`config.mk`:
```
export PLATFORM = sky130hd
export DESIGN_NAME = pcl_clock_ctrl
export DESIGN_NICKNAME = d
export VERILOG_FILES = /design/src/include/pcl_pkg.sv /design/src/core/pcl_clock_ctrl.sv /design/src/core/pcl_edge_sync.sv
export VERILOG_INCLUDE_DIRS = /design/src /design/src/include
export SDC_FILE = /design/constraint.sdc
export NUM_CORES = 1
export LEC_CHECK = 0
export ABC_AREA = 1
export BUFFER_PORTS_ARGS = -buffer_cell sky130_fd_sc_hd__clkbuf_2
export CAP_MARGIN = 5
export CORE_MARGIN = 2
export CORE_UTILIZATION = 50
export DETAILED_ROUTE_END_ITERATION = 8
export PLACE_DENSITY = 0.72
export SYNTH_ARGS = -nofsm -noshare
export SYNTH_HDL_FRONTEND = slang
export SYNTH_HIERARCHICAL = 1
export SYNTH_SLANG_ARGS = --single-unit
```
`constraint.sdc`:
```
create_clock -name clk -period 1.7 [get_ports clk]
set_input_delay 0.17 -clock clk [delete_from_list [all_inputs] [get_ports clk]]
set_output_delay 0.17 -clock clk [all_outputs]
set_load 0.01 [all_outputs]
```
`src/include/pcl_defines.svh`:
```
// constants for the pll clock and limp mode block
`ifndef PCL_DEFINES_SVH
`define PCL_DEFINES_SVH
`define PCL_MULT_W        4
`define PCL_MULT_BYPASS   4'h0
`define PCL_MULT_MAX      4'hC
`define PCL_MULT_UNITY    4'h1
`define PCL_DIV_W         2
`define PCL_DIV_RESET     2'h0
`define PCL_DIV_BY2       2'h2
`define PCL_DIV_BY1       2'h3
`define PCL_LOCK_W        16
`define PCL_LOCK_DEFAULT  16'hFFFF
`define PCL_NMI_W         16
`define PCL_NMI_DEFAULT   16'h0FFF
`define PCL_MISS_W        8
`define PCL_MISS_LIMIT    8'h40
`define PCL_LIMP_HALF     8'h0F
`endif

```
`src/include/pcl_pkg.sv`:
```
// types for the pll clock and limp mode block
package pcl_pkg;
	typedef enum logic [2:0] {
		PCL_OFF    = 3'h1,
		PCL_BYPASS = 3'h2,
		PCL_LOCKED = 3'h4
	} pcl_mode_t;
	typedef enum logic [1:0] {
		PCL_SRC_OSC1 = 2'h0,
		PCL_SRC_OSC2 = 2'h1,
		PCL_SRC_XTAL = 2'h2,
		PCL_SRC_EXT  = 2'h3
	} pcl_src_t;
endpackage

```
`src/core/pcl_clock_ctrl.sv`:
```
// pll clock control: source select, multiplier, divider, lock and limp mode
`timescale 1ns/100ps
`default_nettype none
`include "pcl_defines.svh"
// Notes on behaviour
// - four-bit multiplier: zero is bypass, 1..12 multiply the source
// - divider codes 0,1 divide by four, 2 by two, 3 by one; resets to four
// - multiplier and status reset only on power-up, pin or watchdog reset
// - nonzero multiplier write runs bypass until lock, then multiplied clock
// - multiplier zero routes source through divider, pll stays powered
// - power-down bit stops the pll, cpu runs from divided source
// - after power-up or pin reset the block runs in bypass
// - each internal oscillator selectable for watchdog, core and timer two
// - a select bit picks which of two pins carries external clock
// - the external clock disable bit forces the external clock low
// - lost source in bypass or enabled mode substitutes a limp clock
// - limp mode latches a failure nmi and sets missing clock flag
// - reset select: immediate reset or nmi watchdog overflow reset
// - multiplier register accepts writes only while unlocked
// - at power-up both internal oscillators run, oscillator one selected
module pcl_clock_ctrl #(
	parameter logic [`PCL_LOCK_W-1:0] LOCK_PERIOD = `PCL_LOCK_DEFAULT,
	parameter logic [`PCL_NMI_W-1:0]  NMI_PERIOD  = `PCL_NMI_DEFAULT
) (
	input  wire logic                   clk,
	input  wire logic                   resetn,
	input  wire logic                   external_reset_pin_n,
	input  wire logic                   watchdog_reset,
	input  wire logic                   debug_reset,
	input  wire logic                   write_unlock_protection,
	input  wire logic                   multiplier_write,
	input  wire logic [`PCL_MULT_W-1:0] multiplier_wdata,
	input  wire logic                   prescale_write,
	input  wire logic [`PCL_DIV_W-1:0]  prescale_wdata,
	input  wire logic                   pll_power_down_in,
	input  wire pcl_pkg::pcl_src_t      core_src_sel,
	input  wire logic                   wdog_osc_two_sel,
	input  wire logic                   timer2_osc_two_sel,
	input  wire logic                   osc_one_off,
	input  wire logic                   osc_two_off,
	input  wire logic                   ext_clock_pin_select,
	input  wire logic                   ext_clock_disable,
	input  wire logic                   failure_reset_select,
	input  wire logic                   nmi_ack,
	input  wire logic                   internal_osc_one,
	input  wire logic                   internal_osc_two,
	input  wire logic                   crystal_clock,
	input  wire logic                   ext_pin_a,
	input  wire logic                   ext_pin_b,
	output logic [`PCL_MULT_W-1:0]      multiplier_control,
	output logic [`PCL_DIV_W-1:0]       output_prescale_select,
	output logic                        lock_done_flag,
	output logic                        pll_power_down,
	output logic                        pll_powered,
	output pcl_pkg::pcl_mode_t          mode,
	output logic [`PCL_MULT_W-1:0]      effective_mult,
	output logic                        system_clock_out,
	output logic                        external_clock_input,
	output logic                        wdog_clock,
	output logic                        timer2_clock,
	output logic                        osc_one_enabled,
	output logic                        osc_two_enabled,
	output logic                        clock_failure_signal,
	output logic                        missing_clock_flag,
	output logic                        limp_active,
	output logic                        device_reset
);
	////////////////////////////////////////////////////////////////////////
	logic pin_rst_s1;
	logic pin_rst_n;
	logic hard_rst;
	logic src_raw;
	logic src_lvl;
	logic src_rise;
	logic osc1_lvl;
	logic osc2_lvl;
	logic [`PCL_LOCK_W-1:0] lock_cnt;
	logic [`PCL_MISS_W-1:0] miss_cnt;
	logic [`PCL_NMI_W-1:0]  nmi_cnt;
	logic [`PCL_MISS_W-1:0] limp_cnt;
	logic [1:0] div_cnt;
	logic limp_clk;
	logic limp_event;

	// toggle after this many extra source rises: one rise per half period is /2
	function automatic logic [1:0] div_limit(input logic [`PCL_DIV_W-1:0] sel);
		if (sel == `PCL_DIV_BY2)
			div_limit = 2'h0;
		else
			div_limit = 2'h1;
	endfunction

	// external reset pin comes from outside: two flops before use
	always_ff @(posedge clk) begin
		if (!resetn) begin
			pin_rst_s1 <= 1'b1;
			pin_rst_n  <= 1'b1;
		end else begin
			pin_rst_s1 <= external_reset_pin_n;
			pin_rst_n  <= pin_rst_s1;
		end
	end
	// debug and missing-clock resets deliberately excluded
	assign hard_rst = !resetn || !pin_rst_n || watchdog_reset;

	////////////////////////////////////////////////////////////////////////
	// source selection and external pin mux
	assign external_clock_input = ext_clock_disable ? 1'b0 :
		(ext_clock_pin_select ? ext_pin_b : ext_pin_a);
	always_comb begin
		unique case (core_src_sel)
			pcl_pkg::PCL_SRC_OSC1: src_raw = internal_osc_one;
			pcl_pkg::PCL_SRC_OSC2: src_raw = internal_osc_two;
			pcl_pkg::PCL_SRC_XTAL: src_raw = crystal_clock;
			pcl_pkg::PCL_SRC_EXT:  src_raw = external_clock_input;
		endcase
	end
	pcl_edge_sync u_src (
		.clk    (clk),
		.resetn (resetn),
		.din    (src_raw),
		.level  (src_lvl),
		.rise   (src_rise)
	);
	pcl_edge_sync u_osc1 (
		.clk    (clk),
		.resetn (resetn),
		.din    (internal_osc_one),
		.level  (osc1_lvl),
		.rise   ()
	);
	pcl_edge_sync u_osc2 (
		.clk    (clk),
		.resetn (resetn),
		.din    (internal_osc_two),
		.level  (osc2_lvl),
		.rise   ()
	);
	assign wdog_clock   = wdog_osc_two_sel ? osc2_lvl : osc1_lvl;
	assign timer2_clock = timer2_osc_two_sel ? osc2_lvl : osc1_lvl;
	// oscillators come up running; source select resets to oscillator one
	assign osc_one_enabled = !osc_one_off;
	assign osc_two_enabled = !osc_two_off;

	////////////////////////////////////////////////////////////////////////
	// multiplier, divider and power-down: survive debug and missing-clock reset
	always_ff @(posedge clk) begin
		if (hard_rst)
			multiplier_control <= `PCL_MULT_BYPASS;
		else if (multiplier_write && write_unlock_protection &&
			multiplier_wdata <= `PCL_MULT_MAX)
			multiplier_control <= multiplier_wdata;
	end
	always_ff @(posedge clk) begin
		if (hard_rst)
			output_prescale_select <= `PCL_DIV_RESET;
		else if (prescale_write && write_unlock_protection)
			output_prescale_select <= prescale_wdata;
	end
	always_ff @(posedge clk) begin
		if (hard_rst)
			pll_power_down <= 1'b0;
		else
			pll_power_down <= pll_power_down_in;
	end
	// lock period counted in source clock rising edges
	always_ff @(posedge clk) begin
		if (hard_rst) begin
			lock_cnt       <= '0;
			lock_done_flag <= 1'b0;
		end else if (multiplier_write && write_unlock_protection) begin
			lock_cnt       <= '0;
			lock_done_flag <= 1'b0;
		end else if (pll_power_down) begin
			lock_done_flag <= 1'b0;
		end else if (!lock_done_flag && src_rise) begin
			if (lock_cnt == LOCK_PERIOD - 1'b1)
				lock_done_flag <= 1'b1;
			lock_cnt <= lock_cnt + 1'b1;
		end
	end
	assign pll_powered = !pll_power_down;
	always_comb begin
		if (pll_power_down)
			mode = pcl_pkg::PCL_OFF;
		else if (multiplier_control != `PCL_MULT_BYPASS && lock_done_flag)
			mode = pcl_pkg::PCL_LOCKED;
		else
			mode = pcl_pkg::PCL_BYPASS;
	end
	assign effective_mult = (mode == pcl_pkg::PCL_LOCKED) ? multiplier_control : `PCL_MULT_UNITY;

	////////////////////////////////////////////////////////////////////////
	// missing clock detection and limp clock
	always_ff @(posedge clk) begin
		if (!resetn || src_rise)
			miss_cnt <= '0;
		else if (miss_cnt != `PCL_MISS_LIMIT)
			miss_cnt <= miss_cnt + 1'b1;
	end
	assign limp_event = miss_cnt == `PCL_MISS_LIMIT && !pll_power_down && !limp_active;
	always_ff @(posedge clk) begin
		if (!resetn || !pin_rst_n || watchdog_reset)
			limp_active <= 1'b0;
		else if (limp_event)
			limp_active <= 1'b1;
	end
	always_ff @(posedge clk) begin
		if (!resetn || !pin_rst_n || watchdog_reset)
			missing_clock_flag <= 1'b0;
		else if (limp_event)
			missing_clock_flag <= 1'b1;
	end
	// set wins over acknowledge so a coincident failure is not lost
	always_ff @(posedge clk) begin
		if (!resetn || !pin_rst_n || watchdog_reset)
			clock_failure_signal <= 1'b0;
		else if (limp_event)
			clock_failure_signal <= 1'b1;
		else if (nmi_ack)
			clock_failure_signal <= 1'b0;
	end
	always_ff @(posedge clk) begin
		if (!resetn || !limp_active) begin
			limp_cnt <= '0;
			limp_clk <= 1'b0;
		end else if (limp_cnt == `PCL_LIMP_HALF) begin
			limp_cnt <= '0;
			limp_clk <= !limp_clk;
		end else
			limp_cnt <= limp_cnt + 1'b1;
	end
	always_ff @(posedge clk) begin
		if (!resetn || !clock_failure_signal)
			nmi_cnt <= '0;
		else if (nmi_cnt != NMI_PERIOD)
			nmi_cnt <= nmi_cnt + 1'b1;
	end
	// reset pulse only; debug reset is passed through too
	always_ff @(posedge clk) begin
		if (!resetn)
			device_reset <= 1'b0;
		else
			device_reset <= debug_reset ||
				(failure_reset_select ? limp_event :
				(clock_failure_signal && nmi_cnt == NMI_PERIOD - 1'b1));
	end

	////////////////////////////////////////////////////////////////////////
	// divided system clock: enable-style toggle from the selected edge
	always_ff @(posedge clk) begin
		if (!resetn) begin
			div_cnt          <= '0;
			system_clock_out <= 1'b0;
		end else if (limp_active && !pll_power_down) begin
			system_clock_out <= limp_clk;
		end else if (output_prescale_select == `PCL_DIV_BY1) begin
			// divide by one follows the synchronised source level
			system_clock_out <= src_lvl;
		end else if (src_rise) begin
			if (div_cnt >= div_limit(output_prescale_select)) begin
				div_cnt          <= '0;
				system_clock_out <= !system_clock_out;
			end else
				div_cnt <= div_cnt + 1'b1;
		end
	end
endmodule // pcl_clock_ctrl
`default_nettype wire

```
`src/core/pcl_edge_sync.sv`:
```
// two-flop synchroniser with rising edge detect on the second stage
`timescale 1ns/100ps
`default_nettype none
module pcl_edge_sync (
	input  wire logic clk,
	input  wire logic resetn,
	input  wire logic din,
	output logic      level,
	output logic      rise
);
	logic meta;
	logic last;
	always_ff @(posedge clk) begin
		if (!resetn) begin
			meta  <= 1'b0;
			level <= 1'b0;
			last  <= 1'b0;
		end else begin
			meta  <= din;
			level <= meta;
			last  <= level;
		end
	end
	assign rise = level & ~last;
endmodule // pcl_edge_sync
`default_nettype wire

```
==> summary.md, run 1 <==
| Metric | Value |
|---|---|
| Maximum vdd drop | roughly 0.46 mV |
| Antenna fix cells | 0 |
| Hold Path Cell Cnt | 3 |
| Worst r2r dst | nmi_cnt[0] |
| Syn_nets | ~550 |
| Clock-pin slew on the worst setup and hold paths | approximately 80 ps |
| Sw Pwr | between 0.7 and 0.8 mW |
| Reg2Reg Setup Slack | 240 ps |
| Hold_sp | internal_osc_two |
| GR Util All Layers | 20.1% |
| Total Routed Length | 7160 um |
| Vias | 3237 |
| Initial antenna violation count | 0 |
| CTS tree | done |
| R2R depth | 7 |
| Syn avg cell area | 6.84 um2 |
| IO Port Bufs | 55 |
| Vias in the first global route | 3006 |
| Wire per inst | roughly 11 um |
| Power Internal | 2.47 mW |
| Maxcap violations | 0 |
| DR iter-0 viols | 118 |
| Element type at the critical path end | output port |
| Die width | 87.6 um |
| FMAX | 661 MHz |
| R2R Path Start | nmi_cnt[1] |
| Synthesis Warnings | 6 |
| Core ar. | approximately 6800 um2 |
| Tot Pwr | 3.25 mW |
| Slew @ Worst Pin | roughly 420 ps |
| Gate power share | 5.9% |
| CTS Sinks | 72 |
| CTS Buffer Depth | 2 |
| Syn Inst Count | ~510 |
| Worst EP required | 1530 ps |
| Hold Path Sink | u_osc2/meta |
| CP Class | reg -> out |
| First-pass DRT Iterations | 5 |
| IO Pins | 56 |
| Final Max Tran Viols | 0 |
| Period utilisation layout | between 80% and 90% |
| Seq pwr share | 53.1% |
| Post-DP HPWL | 5460 um |
| Largest net degree at the start of global routing | 14 |
| CTS Buf Count | 9 |
| Clk_lat worst skew | 350 ps |
| Drt drc | 0 |
| Min-delay worst type | in -> reg |
| Die height | 87.6 um |
| First-pass GRT wire length | 12300 um |
| Root Buffer | clkbuf_8 |
| Remaining antenna violation count | 0 |
| Htree depth | 3 |
| Final Hold Fails | 0 |
| Share of cells above drive strength 1 | 16.4% |
| Util after Layout | between 60% and 70% |
| Net Sw Frac | 24.1% |
| Nets@finish | 618 |
| Remaining global-route overflow | 0 |
| Max Clock Skew | about 14 ps |
| RSZ-0062 raised after global routing | no |
| # rows | 30 |
| GP Congestion | 0.897 |
| Final setup viols | 0 |
| Lkg Pwr | between 1.5 and 2 nW |
| Cell area after synthesis | 3500 um2 |
| Outcome | completed |
| Relative slew slack | 71.6% |
| Layout area overhead | 18.0% |
| Initial Util | 51.5% |
| Die area | 7680 um2 |
| Period minus WS final | 1510 ps |
| Setup tns final | 0 ps |
| Power per cell area | 789 nW/um2 |
| CP Max Fanout | 3 |
| Clock power share | 41.0% |
| Vias/cell | 4.75 |
| WP data arrival | 1340 ps |
| Setup crit start kind | flip-flop |
[critical path, stage by stage (launching register included)]
cell and delay [ps]:
dfxtp_1 360, inv_1 70, nand4_1 150, nand3_2 130, inv_2 90, nand2_1 50
inv_1 50, clkbuf_2 120
[power groups by stage]
stage                     Sequential (mW)  Clock (mW)  Combinational, mW
after global routing                 1.73        1.43              0.220
after CTS                            1.73        1.37              0.193
final                                1.73        1.34              0.191
after detailed placement             1.77           0              0.190
after floorplan                      1.77           0              0.107
after global placement               1.77           0              0.186
[worst max path at each step]
stage / start / to / slack, ps / cells past startpoint
after floorplan: nmi_cnt[0] / nmi_cnt[0] / 330 / 6
final: multiplier_control[1] / effective_mult[2] / 190 / 7
after global placement: nmi_cnt[0] / nmi_cnt[0] / 160 / 6
after detailed placement: nmi_cnt[0] / nmi_cnt[0] / 80 / 6
after CTS: nmi_cnt[0] / nmi_cnt[0] / 70 / 6
after global routing: pll_power_down / effective_mult[2] / 50 / 7
[routing by layer]
| layer | GRT usage, % | vias up | share of wire, % |
|---|---|---|---|
| li1 | - | 1749 | - |
| met1 | 24.8 | 1388 | 48 |
| met2 | 34.2 | 89 | 46 |
| met3 | 3.20 | 11 | 4.7 |
| met4 | 9.79 | 0 | 1.9 |
| met5 | 0 | - | 0 |
[cells in the final DEF (no fill, tap or decap), types with 3 or more instances in the layout]
cell type,instances
nand2_1,113
nor2_1,85
inv_1,82
dfxtp_1,71
clkbuf_2,55
nand3_1,32
a21oi_1,30
o21ai_0,19
nand4_1,16
clkbuf_8,9
xor2_1,8
ha_1,7
buf_4,6
xnor2_1,5
nor3_1,5
nor2_2,4
o21ai_1,4
inv_2,3
nor2_4,3
or2_2,3
[flip-flops by register name, indices dropped and copies added (netlist names), 2 cells and up]
| register | flops |
|---|---|
| lock_cnt | 16 |
| nmi_cnt | 16 |
| limp_cnt | 8 |
| miss_cnt | 8 |
| multiplier_control | 4 |
| div_cnt | 2 |
| output_prescale_select | 2 |
[what timing repair did]
item	CTS	global route
resized for setup	0	5
hold buffers	1	0
hold endpoints to repair	1	0
buffers inserted	0	1
endpoints found under the setup margin	0	11
[per-stage QoR]
step	std cells	setup slack, ps	hold slack [ps]	area, um2
global route	681	51.0	12.9	4120
finish	681	187	13.7	4120
CTS	680	69.8	2.31	4110
floorplan	511	329	263	3500
global placement	663	158	356	3900
detailed placement	663	82.6	360	3900
[area by class of cell]
| cell class | count | area, um2 |
|---|---|---|
| Sequential cell | 72 | 1440 |
| Inverter | 85 | 319 |
| Multi-Input combinational cell | 350 | 1720 |
| Timing Repair Buffer | 62 | 330 |
| Clock inverter | 7 | 72.6 |
| Fill cell | 630 | 2670 |
| Tap cell | 96 | 120 |
| Clock buffer | 9 | 124 |
No activity file was read; power rests on OpenSTA's default activity.
==> run 2, diff against run 1 <==
Settings changed: HOLD_SLACK_MARGIN from default to 0.02.
==> run 2 against run 1 <==
Net effect: global-route usage is 0.098 points higher; sequential share of layout area is 0.25 points lower; maximum frequency hardly changed; core utilization is 0.44 points higher; sequential power hardly changed; critical path depth stayed put; clock power hardly changed; cell count is 0.44% higher; setup slack hardly changed; critical endpoint unchanged.
==> summary.md, run 2 (same netlist as run 1, synthesis figures left out) <==
| Metric | Value |
|---|---|
| Outcome | completed |
| DR iter-0 viols | 113 (-4.2%) |
| Root Buffer | clkbuf_8 |
| Final setup viols | 0 (unchanged) |
| Critical path cell sequence | inv_2, buf_4, nand3_2, inv_2, nand2_1, inv_1, clkbuf_2 |
| FMAX | 661 MHz (about the same) |
| Vias | 3251 (+0.43%) |
| Element type at the critical path end | output port |
| Most frequent cells in the layout | 113 x nand2_1, 85 x nor2_1, 82 x inv_1 |
| Period minus WS final | 1510 ps (+0.306 ps) |
| CP Buf/Inv Count | 5 (+1) |
| Lkg Pwr | 1.78 nW (+0.71%) |
| Drt drc | 0 (unchanged) |
| Final Hold Fails | 0 (unchanged) |
| CTS Buffer Depth | 2 (unchanged) |
| Non-Filler Instances | 684 (+0.44%) |
| IO Port Bufs | 55 (unchanged) |
| Antenna fix cells | 0 (unchanged) |
| Wire per inst | 10.5 um (+0.21%) |
| Htree depth | 3 (unchanged) |
| Remaining antenna violation count | 0 (unchanged) |
| Setup tns final | 0 ps (unchanged) |
| Layout fillers | 625 (-0.79%) |
| Clk_lat worst skew | 350 ps (about the same) |
| Cell repeated most along the worst path | inv_2 |
| Met1 Use GR | 24.8% (-0.059 points) |
| Remaining global-route overflow | 0 (unchanged) |
| Nets@finish | 621 (+0.49%) |
| GR Util All Layers | 20.2% (+0.098 points) |
| Largest net degree at the start of global routing | 14 (unchanged) |
| CP max stage cell | dfxtp_1 |
| Delay-heaviest family, CP | buffers and inverters |
| Slew @ Worst Pin | 425 ps (-0.175 ps) |
| Critical Path Max Stage Delay | 340 ps (-20 ps) |
| Power per cell area | 785 nW/um2 (-0.53%) |
| CTS tree | done |
| Placed insts | 663 (unchanged) |
| Clock-pin slew on the worst setup and hold paths | 80 ps (about the same) |
| Met2 usage in global routing | 34.6% (+0.41 points) |
| Final worst slack | 187 ps (-0.306 ps) |
| # rows | 30 (unchanged) |
| RSZ-0062 raised after global routing | no |
| Share of cells above drive strength 1 | 16.3% (-0.084 points) |
| First-pass DRT Iterations | 4 (-1) |
| Layout area overhead | 18.8% |
| Die width | 87.6 um (unchanged) |
| Final Max Tran Viols | 0 (unchanged) |
| Maximum vdd drop | 0.460 mV (-0.29%) |
| Setup crit start kind | flip-flop |
| Largest registers | lock_cnt (16), nmi_cnt (16) |
| Post-DP HPWL | 5460 um (unchanged) |
| Layer with the highest usage | met2 |
| IO Pins | 56 (unchanged) |
| CP Max Fanout | 7 (+4) |
| Min-delay worst type | in -> reg |
| First-pass GRT wire length | 12400 um (+0.50%) |
| Total Routed Length | 7210 um (+0.66%) |
| Die height | 87.6 um (unchanged) |
| Max Clock Skew | 13.2 ps (-0.963 ps) |
| GP Congestion | 0.897 (unchanged) |
| Dpl ws | 82.6 ps (unchanged) |
| Maxcap violations | 0 (unchanged) |
| WP data arrival | 1340 ps (about the same) |
| Vias in the first global route | 3041 (+1.2%) |
| Worst EP required | 1530 ps (about the same) |
| Vias/cell | 4.75 (about the same) |
| M3 GR Usage | 3.20% (unchanged) |
| CTS Sinks | 72 (unchanged) |
| Initial Util | 51.5% (unchanged) |
| CP Class | reg -> out |
| Relative slew slack | 71.6% (about the same) |
| Commonest non-fill, non-tap cell in the layout | nand2_1 |
| CTS Buf Count | 9 (unchanged) |
| Core ar. | 6790 um2 (unchanged) |
| Initial antenna violation count | 0 (unchanged) |
| Die area | 7680 um2 (unchanged) |
| Period utilisation layout | 89.0% (about the same) |
-- run 2: layer usage --
layer	up-vias	wire (um)	share of wire [%]
li1	1756	-	-
met1	1393	3450	48
met2	91	3300	46
met3	11	324	4.5
met4	0	135	1.9
met5	-	0	0
-- run 2: tightest hold or removal path, cell delays in order --
cell      delay, ps
clkbuf_2         80
nor2_1           40
a21oi_1         100
-- run 2: where the power goes --
part / leakage (nW) / internal [mW] / switching (mW)
clock network: 0.0952 / 0.677 / 0.659
registers: 0.584 / 1.71 / 0.0157
logic: 1.10 / 0.0860 / 0.111
total: 1.78 / 2.47 / 0.786
-- run 2: what timing repair did --
action	CTS	global route
buffers inserted	0	1
gates resized for setup	0	5
endpoints found under the setup margin	0	11
endpoints found under the hold margin	4	0
hold buffers	4	0
-- run 2: worst paths after layout --
| kind | startpoint | end | slack, ps | cells past startpoint |
|---|---|---|---|---|
| setup / recovery | pll_power_down | effective_mult[2] | 190 | 7 |
| hold / removal | debug_reset | device_reset | 70 | 3 |
| setup reg to reg | nmi_cnt[1] | nmi_cnt[0] | 240 | 7 |
| hold reg to reg | u_osc1/meta | u_osc1/level | 420 | 2 |
-- run 2: through the flow --
step | hold WS, ps | cell area, um2 | power [mW] | util (%)
5_1_grt | 67.9 | 4150 | 3.39 | 61.1
3_5_place_dp | 360 | 3900 | 1.96 | 57.4
4_1_cts | 51.3 | 4140 | 3.30 | 60.9
2_1_floorplan | 263 | 3500 | 1.87 | -
3_3_place_gp | 356 | 3900 | 1.95 | 57.4
6_report | 69.8 | 4150 | 3.26 | 61.1
-- run 2: cell type report --
| class | instances | area (um2) | area share (%) |
|---|---|---|---|
| multi-input combinational | 350 | 1720 | 41.3 |
| sequential | 72 | 1440 | 34.7 |
| timing repair buffer | 65 | 360 | 8.67 |
| inverter | 85 | 319 | 7.68 |
| clock buffer | 9 | 124 | 2.98 |
| tap | 96 | 120 | 2.89 |
| clock inverter | 7 | 72.6 | 1.75 |
